## config.mk

```make
export PLATFORM = sky130hd
export DESIGN_NAME = eewr_host
export DESIGN_NICKNAME = d
export VERILOG_FILES = /design/src/hw/eewr_pkg.sv /design/src/hw/eewr_host.sv
export SDC_FILE = /design/constraint.sdc
export NUM_CORES = 1
export LEC_CHECK = 0
export BUFFER_PORTS_ARGS = -buffer_cell sky130_fd_sc_hd__buf_4
export CAP_MARGIN = 20
export CELL_PAD_IN_SITES_DETAIL_PLACEMENT = 0
export CELL_PAD_IN_SITES_GLOBAL_PLACEMENT = 2
export CORE_MARGIN = 2
export CORE_UTILIZATION = 39
export CTS_BUF_LIST = sky130_fd_sc_hd__clkbuf_8
export DETAILED_ROUTE_END_ITERATION = 12
export PLACE_DENSITY_LB_ADDON = 0.05
export SLEW_MARGIN = 15
export SYNTH_ARGS = -nofsm -noshare
export SYNTH_HDL_FRONTEND = slang
export SYNTH_SLANG_ARGS = --single-unit
```

## constraint.sdc

```tcl
create_clock -name CLK -period 5 [get_ports CLK]
set_clock_uncertainty 0.1 [all_clocks]
set_input_delay 1 -clock CLK [delete_from_list [all_inputs] [get_ports CLK]]
set_output_delay 1 -clock CLK [all_outputs]
set_load 0.02 [all_outputs]
```

## src/hw/eewr_pkg.sv

```systemverilog
/*
 * Constants for the parallel EEPROM write/poll host controller.
 * Assumes a 20 MHz system clock and an 8K x 8 byte-wide memory.
 */
package eewr_pkg;
	// ****************************************
	// Timing
	// ****************************************
	localparam int CLK_PERIOD_NS      = 50;
	localparam int WRITE_DURATION_MS  = 5;
	localparam int WRITE_TYPICAL_MS   = 2;
	localparam int WRITE_CYCLES       =
		(WRITE_DURATION_MS * 1000000 + CLK_PERIOD_NS - 1) / CLK_PERIOD_NS;
	localparam int STROBE_NS          = 50;
	localparam int STROBE_CYCLES      =
		(STROBE_NS + CLK_PERIOD_NS - 1) / CLK_PERIOD_NS;
	localparam int RECOVERY_NS        = 50;
	localparam int RECOVERY_CYCLES    =
		(RECOVERY_NS + CLK_PERIOD_NS - 1) / CLK_PERIOD_NS;
	localparam int READ_ACCESS_NS     = 120;
	localparam int READ_CYCLES        =
		(READ_ACCESS_NS + CLK_PERIOD_NS - 1) / CLK_PERIOD_NS + 1;
	// Byte load interval upper limit, rounded down
	localparam int BYTE_LOAD_US       = 100;
	localparam int BYTE_LOAD_CYCLES   =
		(BYTE_LOAD_US * 1000) / CLK_PERIOD_NS;
	// ****************************************
	// Layout
	// ****************************************
	localparam int ADDR_W             = 13;
	localparam int PAGE_LSB           = 6;
	localparam int TOGGLE_BIT         = 6;
	localparam int CNT_W              = 18;
	localparam logic [12:0] ADDR_RST  = 13'h0000;
	localparam logic [7:0]  DATA_RST  = 8'h00;
endpackage : eewr_pkg

```

## src/hw/eewr_host.sv

```systemverilog
/*
 * Host controller that loads bytes/pages into a parallel EEPROM and
 * detects end of internal write by toggle-bit polling or timeout.
 * Assumes the memory pins are registered straight to pads; data pins
 * are split into in/out/enable and resolved outside.
 */
// ****************************************
// Host controller
// ****************************************
module eewr_host #(
	parameter int WRITE_TIMEOUT = eewr_pkg::WRITE_CYCLES
) (
	// Clock and reset
	input  wire logic        CLK,
	input  wire logic        RST,
	// Request side
	input  wire logic        REQ_VALID,
	input  wire logic        REQ_WRITE,
	input  wire logic        REQ_LAST,
	input  wire logic [12:0] REQ_ADDR,
	input  wire logic [7:0]  REQ_WDATA,
	output logic             REQ_READY,
	output logic             RSP_VALID,
	output logic [7:0]       RSP_RDATA,
	output logic             BUSY,
	output logic             TIMEOUT,
	// Memory pins
	output logic             CE_N,
	output logic             OE_N,
	output logic             WE_N,
	output logic [12:0]      ADDR,
	output logic [7:0]       DQ_OUT,
	output logic             DQ_OE,
	input  wire logic [7:0]  DQ_IN
);
	typedef enum logic [6:0] {
		S_IDLE  = 7'b000_0001,
		S_WSTB  = 7'b000_0010,
		S_WREC  = 7'b000_0100,
		S_LOAD  = 7'b000_1000,
		S_POLL  = 7'b001_0000,
		S_PGAP  = 7'b010_0000,
		S_READ  = 7'b100_0000
	} eewr_state_t;

	typedef struct packed {
		eewr_state_t state;
		logic [17:0] cnt;
		logic [17:0] gap;
		logic [22:0] wait_cnt;
		logic [6:0]  page;
		logic        have_prev;
		logic        prev_tog;
		logic [7:0]  dq_s1;
		logic [7:0]  dq_s2;
		logic        req_ready;
		logic        rsp_valid;
		logic [7:0]  rsp_rdata;
		logic        busy;
		logic        timeout;
		logic        ce_n;
		logic        oe_n;
		logic        we_n;
		logic [12:0] addr;
		logic [7:0]  dq_out;
		logic        dq_oe;
	} eewr_reg_t;

	eewr_reg_t r;
	eewr_reg_t next_r;

	// ****************************************
	// Next state
	// ****************************************
	always_comb begin
		next_r = r;
		next_r.dq_s1 = DQ_IN;
		next_r.dq_s2 = r.dq_s1;
		next_r.rsp_valid = 1'b0;
		next_r.timeout = 1'b0;
		case (r.state)
			S_IDLE, S_LOAD: begin
				next_r.req_ready = 1'b1;
				if (r.state == S_LOAD)
					next_r.gap = r.gap + 18'h0_0001;
				if (r.req_ready && REQ_VALID && REQ_WRITE) begin
					next_r.req_ready = 1'b0;
					next_r.ce_n = 1'b0;
					next_r.oe_n = 1'b1;
					next_r.we_n = 1'b0;
					// Page bits held from first byte of page
					next_r.addr = (r.state == S_LOAD) ?
						{r.page, REQ_ADDR[5:0]} : REQ_ADDR;
					next_r.page = (r.state == S_LOAD) ?
						r.page : REQ_ADDR[12:6];
					next_r.dq_out = REQ_WDATA;
					next_r.dq_oe = 1'b1;
					next_r.have_prev = REQ_LAST;
					next_r.cnt = '0;
					next_r.state = S_WSTB;
				end else if (r.req_ready && REQ_VALID && r.state == S_IDLE) begin
					next_r.req_ready = 1'b0;
					next_r.ce_n = 1'b0;
					next_r.oe_n = 1'b0;
					next_r.addr = REQ_ADDR;
					next_r.cnt = '0;
					next_r.state = S_READ;
				end else if (r.state == S_LOAD &&
					r.gap >= 18'(eewr_pkg::BYTE_LOAD_CYCLES / 2)) begin
					// No load for BYTE_LOAD_CYCLES / 2 cycles: start completion wait
					next_r.req_ready = 1'b0;
					next_r.busy = 1'b1;
					next_r.wait_cnt = '0;
					next_r.have_prev = 1'b0;
					next_r.cnt = '0;
					next_r.state = S_PGAP;
				end
			end
			S_WSTB: begin
				next_r.cnt = r.cnt + 18'h0_0001;
				if (r.cnt + 18'h0_0001 >= 18'(eewr_pkg::STROBE_CYCLES)) begin
					next_r.we_n = 1'b1;
					next_r.ce_n = 1'b1;
					next_r.cnt = '0;
					next_r.state = S_WREC;
				end
			end
			S_WREC: begin
				next_r.cnt = r.cnt + 18'h0_0001;
				next_r.dq_oe = 1'b0;
				if (r.cnt + 18'h0_0001 >= 18'(eewr_pkg::RECOVERY_CYCLES)) begin
					next_r.gap = '0;
					next_r.cnt = '0;
					if (r.have_prev) begin
						next_r.busy = 1'b1;
						next_r.wait_cnt = '0;
						next_r.have_prev = 1'b0;
						next_r.state = S_PGAP;
					end else begin
						next_r.req_ready = 1'b1;
						next_r.state = S_LOAD;
					end
				end
			end
			S_PGAP: begin
				// Idle between polls, bounded by the full write time
				next_r.wait_cnt = r.wait_cnt + 23'h00_0001;
				next_r.cnt = r.cnt + 18'h0_0001;
				if (r.wait_cnt + 23'h00_0001 >= 23'(WRITE_TIMEOUT)) begin
					next_r.busy = 1'b0;
					next_r.timeout = 1'b1;
					next_r.state = S_IDLE;
				end else if (r.cnt + 18'h0_0001 >= 18'(eewr_pkg::RECOVERY_CYCLES)) begin
					next_r.ce_n = 1'b0;
					next_r.oe_n = 1'b0;
					next_r.cnt = '0;
					next_r.state = S_POLL;
				end
			end
			S_POLL, S_READ: begin
				next_r.cnt = r.cnt + 18'h0_0001;
				if (r.state == S_POLL)
					next_r.wait_cnt = r.wait_cnt + 23'h00_0001;
				if (r.cnt + 18'h0_0001 >= 18'(eewr_pkg::READ_CYCLES + 2)) begin
					next_r.ce_n = 1'b1;
					next_r.oe_n = 1'b1;
					next_r.cnt = '0;
					if (r.state == S_READ) begin
						next_r.rsp_valid = 1'b1;
						next_r.rsp_rdata = r.dq_s2;
						next_r.state = S_IDLE;
					end else begin
						// Only an unchanged toggle bit between two polls counts as done
						next_r.prev_tog = r.dq_s2[eewr_pkg::TOGGLE_BIT];
						next_r.have_prev = 1'b1;
						next_r.state = S_PGAP;
						if (r.have_prev && r.prev_tog ==
							r.dq_s2[eewr_pkg::TOGGLE_BIT]) begin
							next_r.busy = 1'b0;
							next_r.state = S_IDLE;
						end
					end
				end
			end
			default: next_r.state = S_IDLE;
		endcase
	end

	// ****************************************
	// State register
	// ****************************************
	always_ff @(posedge CLK or posedge RST) begin
		if (RST) begin
			r <= '0;
			r.state <= S_IDLE;
			r.ce_n <= 1'b1;
			r.oe_n <= 1'b1;
			r.we_n <= 1'b1;
			r.addr <= eewr_pkg::ADDR_RST;
			r.dq_out <= eewr_pkg::DATA_RST;
		end else begin
			r <= next_r;
		end
	end

	assign REQ_READY = r.req_ready;
	assign RSP_VALID = r.rsp_valid;
	assign RSP_RDATA = r.rsp_rdata;
	assign BUSY      = r.busy;
	assign TIMEOUT   = r.timeout;
	assign CE_N      = r.ce_n;
	assign OE_N      = r.oe_n;
	assign WE_N      = r.we_n;
	assign ADDR      = r.addr;
	assign DQ_OUT    = r.dq_out;
	assign DQ_OE     = r.dq_oe;

	// ****************************************
	// Checks
	// ****************************************
	property p_write_pins;
		@(posedge CLK) disable iff (RST)
		!r.we_n |-> (!r.ce_n && r.oe_n && r.dq_oe);
	endproperty
	a_write_pins: assert property (p_write_pins)
		else $error("write strobe without proper pin state");

	property p_strobe_width;
		@(posedge CLK) disable iff (RST)
		$fell(r.we_n) |-> !r.we_n ##1 r.we_n;
	endproperty
	a_strobe_width: assert property (p_strobe_width)
		else $error("write strobe width wrong");

	property p_no_access_busy;
		@(posedge CLK) disable iff (RST)
		r.busy |-> r.we_n;
	endproperty
	a_no_access_busy: assert property (p_no_access_busy)
		else $error("write during internal write");

	property p_page_fixed;
		@(posedge CLK) disable iff (RST)
		($fell(r.we_n) && r.state == S_WSTB && $past(r.state) == S_LOAD)
			|-> r.addr[12:6] == r.page;
	endproperty
	a_page_fixed: assert property (p_page_fixed)
		else $error("page bits moved inside page");

	property p_poll_read;
		@(posedge CLK) disable iff (RST)
		(r.state == S_POLL && $past(r.state) == S_PGAP)
			|-> (!r.oe_n && !r.ce_n && r.we_n && !r.dq_oe) [*4];
	endproperty
	a_poll_read: assert property (p_poll_read)
		else $error("poll not an ordinary read");

	property p_done_needs_two;
		@(posedge CLK) disable iff (RST)
		($fell(r.busy) && !r.timeout) |-> $past(r.have_prev);
	endproperty
	a_done_needs_two: assert property (p_done_needs_two)
		else $error("completion from a single poll");

	property p_rsp_after_read;
		@(posedge CLK) disable iff (RST)
		r.rsp_valid |-> $past(r.state == S_READ);
	endproperty
	a_rsp_after_read: assert property (p_rsp_after_read)
		else $error("response without read");

	property p_timeout_clears;
		@(posedge CLK) disable iff (RST)
		r.timeout |-> !r.busy && r.state == S_IDLE;
	endproperty
	a_timeout_clears: assert property (p_timeout_clears)
		else $error("timeout left busy");

	c_write: cover property (@(posedge CLK) disable iff (RST)
		$fell(r.we_n));
	c_poll_done: cover property (@(posedge CLK) disable iff (RST)
		$fell(r.busy) && !r.timeout);
	c_timeout: cover property (@(posedge CLK) disable iff (RST)
		r.timeout);
	c_read: cover property (@(posedge CLK) disable iff (RST) r.rsp_valid);
endmodule : eewr_host

```

== After elaboration in Yosys (flattened, before gate mapping) ==
Cells that the tools add are included.
Storage, ports and cells
  register bits: 128
  input port bits: 34
  output and inout bits: 37
  word-level logic and storage cells: 152
Operators by class
  $add $sub $neg: 3
  $lt $le $gt $ge: 4
  equality and inequality tests: 29
  muxes and demuxes: 63
  bitwise gates (word level): 2
  reductions and logical operators: 31
Operators with widths (number)
  25-bit 2-to-1 mux: 6
  23-bit 2-to-1 mux: 5
  23-bit one-hot mux with 4 select lines: 1
  18-bit one-hot mux with 5 select lines: 1
  66-bit 2-to-1 mux: 1
  13-bit 2-to-1 mux: 3
  18-bit by 1-bit adder with 18-bit output, second input constant: 2
  18-bit 2-to-1 mux: 2
  18-bit one-hot mux with 2 select lines: 1
  7-bit one-hot mux with 5 select lines: 1
  2-bit inequality test, second input constant: 16
  23-bit by 1-bit adder with 23-bit output, second input constant: 1
  23-bit by 17-bit greater-or-equal comparator with 1-bit output, second input constant: 1
  1-bit 2-to-1 mux: 20
  18-bit by 1-bit greater-or-equal comparator with 1-bit output, second input constant: 1
  18-bit by 10-bit greater-or-equal comparator with 1-bit output, second input constant: 1
  18-bit by 3-bit greater-or-equal comparator with 1-bit output, second input constant: 1
  9-bit 2-to-1 mux: 2
  3-bit AND reduction: 6
  2-bit 2-to-1 mux: 8
  7-bit 2-to-1 mux: 2
  6-bit 2-to-1 mux: 2
  3-bit inequality test, second input constant: 4
  6-bit AND reduction: 2
  24 further kinds: 42

== Logic depth before layout (Yosys ltp) ==
  depth after elaboration: 6
  gate-level depth with buffers: 11
  mapped depth without buffers: 9

== Worst setup path after synthesis ==
No wires, ideal clock.
  path kind: register to register
  start point: register r[103] (netlist bit)
  end point: register r[107] (netlist bit)
  library setup time: 0.095 ns
  arrival: 2.767 ns
  required time: 4.805 ns
  setup slack: 2.038 ns
  stages on the path, launching flop included: 12
  buffers on the path: 2
  period minus slack after synthesis: 2.962 ns
  path through: dfrtp_1 -> ha_1 -> clkbuf_2 -> nand4_1 -> nor4_1 -> nand4b_1 -> a22oi_1 -> nand3_2 -> o21ai_1 -> a21oi_2 -> buf_2 -> o31ai_1
Between the ends
  cells in the longest elaborated chain, start to end: 5
  elaborated cells on any way between the ends: 9
  classes of those cells: add/sub: 1; order compare: 2; mux: 6
Ends and longest elaborated chain
  from (decl): RTL line eewr_host.sv:69  | eewr_reg_t r;
  from (signal assigned): RTL line eewr_host.sv:202  | r <= next_r;
  18-bit by 1-bit adder with 18-bit output (*)
  18-bit by 1-bit greater-or-equal comparator with 1-bit output: RTL line eewr_host.sv:121, eewr_host.sv:131, eewr_host.sv:153
  25-bit 2-to-1 mux: RTL line eewr_host.sv:153  | end else if (r.cnt + 18'h0_0001 >= 18'(eewr_pkg::RECOVERY_CYCLES)) begin
  18-bit 2-to-1 mux: RTL line eewr_host.sv:149  | if (r.wait_cnt + 23'h00_0001 >= 23'(WRITE_TIMEOUT)) begin
  18-bit one-hot mux with 5 select lines (*): RTL line eewr_host.sv:81  | case (r.state)
Every way passes the cells marked *; elsewhere a longest branch is shown, timed or not. The select of a mux whose other input is x is not followed.
A chain may end at the register's enable or synchronous reset.

== Final worst setup path ==
  start point: register r[103] (netlist bit)
  end point: register r[112] (netlist bit)
The elaborated chain is that of the path after synthesis.

==> impl_summary.md <==
CTS
The post-cts gate resize count is 0. Buffers inserted to repair hold after CTS numbered 0. The latest clock arrival within the worst-skew pair is 460 ps. The TritonCTS clock tree is done. The clock tree root buffer cell is sky130_fd_sc_hd__clkbuf_8. After clock tree synthesis, the clock-pin slew on the worst setup and hold paths is 80 ps. The number of buffers created by CTS is 17. The post-CTS setup-driven buffer insertion count is 0. The clock passes through at most 2 buffers. The number of sinks on the clock net is 128. The H-tree depth is 4.

Critical path
The cell with the most instances on the worst path is sky130_fd_sc_hd__nand4_1. The critical path class is register to register. Walking the worst path, the cells encountered are ha_1, nand4_1, nor4_1, nand4b_1, a22oi_1, nand4_1, nand3b_2, a21oi_2, o41ai_1. Data on the critical path is required at its endpoint by 5240 ps.

For this run, the slowest stage of the critical path takes 590 ps. The slowest stage of the critical path belongs to the cell sky130_fd_sc_hd__nor4_1. Along the worst path, the maximum fanout reaches 19. The kind of start point of the critical path is a register.

The data arrival time of the critical path is 4320 ps. The kind of end point of the critical path is a register.

Power and ir drop
The switching share of power is 38.9%. For this design the static power due to leakage is 3.49 nW. The clock network fraction of total power is 24.5%. The share of total power dissipated in sequential elements is 39.0%. The combinational power share is 36.5%. The net switching component of the power is 1.40 mW. Internal power comes to 2.19 mW.

The worst vdd rail ir drop is 0.000344 V. In this run the power density over the cells is 454 nW/um^2.

STA
The pin slew with the least headroom to its limit is 965 ps. The final critical path takes up 81.5% of the cycle. The number of failing hold endpoints at the final stage came to 0.

After routing, the total negative slack on setup checks comes to 0 ps. The highest clock rate is 245 MHz. Setup repair after global routing left no endpoint under its margin.

The count of pins over their slew limit came to 0. The post-layout minimum cycle time is 4070 ps. Measured against its own limit, the worst slew margin works out to 35.4%.

The total of endpoints with negative setup slack in the final report is 0.

Final layout
Relative to the synthesized area, the layout overhead comes to 12.2%. The layout net count is 810. The number of non-filler instances in the completed layout is 1012. Cells fill 44.3% of the core in the end. The number of inserted diodes is 0. The fraction of layout cells with a size suffix above 1 is 20.4%.

Die
The area inside the core boundary is 17800 um^2. The die covers 19200 um^2. After floorplanning, the core was divided into 49 placement rows. The die is 138 um wide. The initial cell density of the core is 39.5%.

The number of top-level design ports is 71. In this run the vertical extent of the chip is 138 um.

Synthesis
The commonest register cell after synthesis is sky130_fd_sc_hd__dfrtp_1. The count of synthesis-stage warnings from yosys is 0. The share of synthesized registers carrying an async set or reset is 100%. Synthesis produced 743 cells. The net count after synthesis is 783. The flip-flop and latch count after synthesis is 128. The distinct cell type count of the synthesized netlist is 78.

Counting flops with a built-in enable in the synthesized netlist gives 0. The part of the Yosys area used for sequential elements is 45.5%. The cell area that synthesis handed to floorplanning was 7040 um^2. After synthesis, the mean cell area works out to 9.48 um^2.

Detailed routing
In this run, the number of DRC markers left after iteration 0 of detailed routing was 301. The post-route antenna net violation count is 0. The total wirelength of the detailed-routed design is 17.5 mm. The number of vias after detailed routing is 5748. After detailed routing, the number of vias per cell comes to 5.68. The routed wire length per instance is 17.3 um. The first TritonRoute pass finished after 5 iterations. The number of remaining DRC errors is 0.

Placed design
The number of placed instances, taps included is 980. At the end of routability-driven placement, the weighted congestion stood at 0.797. The HPWL after detailed placement is 11.9 mm. In this run the tool buffered the top-level ports with 70 buffer cells.

Global routing
The number of antenna violations at the first check in global routing was 0. The maximum number of pins on one net before global-route repair is 77. The overflow left after global routing is 0. The via count of the first global-routing pass is 5630. The global-route wire length before repair is 29.5 mm. In the global route stage, overall resource usage came out at 18.9%.

Status
The run finished with clean final reports.

Flow run
The tool flagged a number of max-cap violations equal to 0.

Hold path
In this run the worst hold path is classified as register to register.
[Yosys cell counts, drive strengths merged (9+ instances only)]
cell type  instances  area (um^2)
nor2              47          176
or3               10         72.6
a31oi              9         56.3
nor3              18         90.1
dfrtp            124         3100
clkbuf            24         91.3
a32oi             10         87.6
a21oi             22          114
o31ai             25          188
and3              15         93.8
nand4             18          113
buf               46          317
mux2i             11          110
nor4              10         75.1
mux2              25          282
nand2             83          314
nand3             42          220
xor2              14          123
o21ai             55          283
inv               17         63.8
and2              12         75.1
[cell usage in the layout (no fill, tap or decap), drive strengths merged, types with 4 or more instances in the layout]
cell / n
a211oi: 4
a21oi: 22
a31oi: 9
a32oi: 10
a41oi: 5
and2: 12
and3: 15
and4: 8
buf: 78
clkbuf: 18
dfrtp: 124
dfstp: 4
ha: 6
inv: 24
mux2: 25
mux2i: 11
nand2: 83
nand2b: 7
nand3: 42
nand4: 18
nor2: 47
nor2b: 8
nor3: 18
nor3b: 5
nor4: 10
o21ai: 55
o22ai: 4
o31ai: 25
o41ai: 6
or3: 10
xnor2: 4
xor2: 14
[flip-flops by register name, summed over array words and instances (netlist names)]
name and cells:
r 83, ADDR 13, DQ_OUT 8, RSP_RDATA 8
next_r 8, BUSY 1, CE_N 1, DQ_OE 1
OE_N 1, REQ_READY 1, RSP_VALID 1, TIMEOUT 1
WE_N 1
[metal layers]
layer	wire, um	part of all wire (%)	global-route usage, %	vias to the layer above
li1	-	-	-	2743
met1	8460	48	26.4	2849
met2	8080	46	29.4	135
met3	762	4.3	4.26	21
met4	230	1.3	5.75	0
met5	0	0	0	-
[per-stage QoR]
stage               total power [mW]  hold slack [ps]  worst slack [ps]  cell area [um^2]
finish                          3.59              244               925              7900
global route                    3.82              258               447              7900
CTS                             3.63              249               950              7900
detailed placement              2.74              235               968              7520
global placement                2.72              234              1080              7520
floorplan                       2.42              231               494              7040
[worst paths after layout]
kind	start	endpoint	slack (ps)	depth (start not counted)
max	r[103]$_DFFE_PP0P_	r[112]$_DFFE_PP0P_	930	9
min	next_r[40]$_DFF_PP0_	r[40]$_DFF_PP0_	240	0
max reg2reg	r[103]$_DFFE_PP0P_	r[112]$_DFFE_PP0P_	930	9
min reg2reg	next_r[40]$_DFF_PP0_	r[40]$_DFF_PP0_	240	0
max in group asynchronous	RST	CE_N$_DFFE_PP1P_	3300	3
min in group asynchronous	RST	r[101]$_DFFE_PP0P_	620	2
[power by group through the flow]
| stage | registers (mW) | clock network [mW] | logic (mW) |
|---|---|---|---|
| floorplan | 1.39 | 0 | 1.02 |
| finish | 1.40 | 0.879 | 1.31 |
| global placement | 1.41 | 0 | 1.31 |
| global route | 1.43 | 0.958 | 1.44 |
| CTS | 1.40 | 0.913 | 1.32 |
| detailed placement | 1.42 | 0 | 1.32 |
[cell type report]
class	count	area (um^2)
fillers	1754	9940
multi-input cells	528	3360
flip-flops and latches	128	3210
repair buffers	78	598
well taps	229	287
clock buffers	18	248
clock inverters	14	131
inverters	17	66.3
[critical path, delay by kind of cell, from the launching register on]
kind	cells	cell delay [ps]
DFF	1	480
adders and majority gates	1	370
AOI/OAI and AO/OA	3	1020
and+or+nand+nor	5	1980
[cells by family after synthesis]
family / after synthesis / synth area share, %
AND/OR/NAND/NOR: 296 / 22.1
flip-flops: 128 / 45.5
buffers and inverters: 87 / 6.70
adder cells (fa/ha/maj): 6 / 1.07
XOR/XNOR: 18 / 2.24
AO/OA/AOI/OAI: 172 / 16.8
multiplexers: 36 / 5.56
Note: power is estimated with default switching activity, not from simulation.
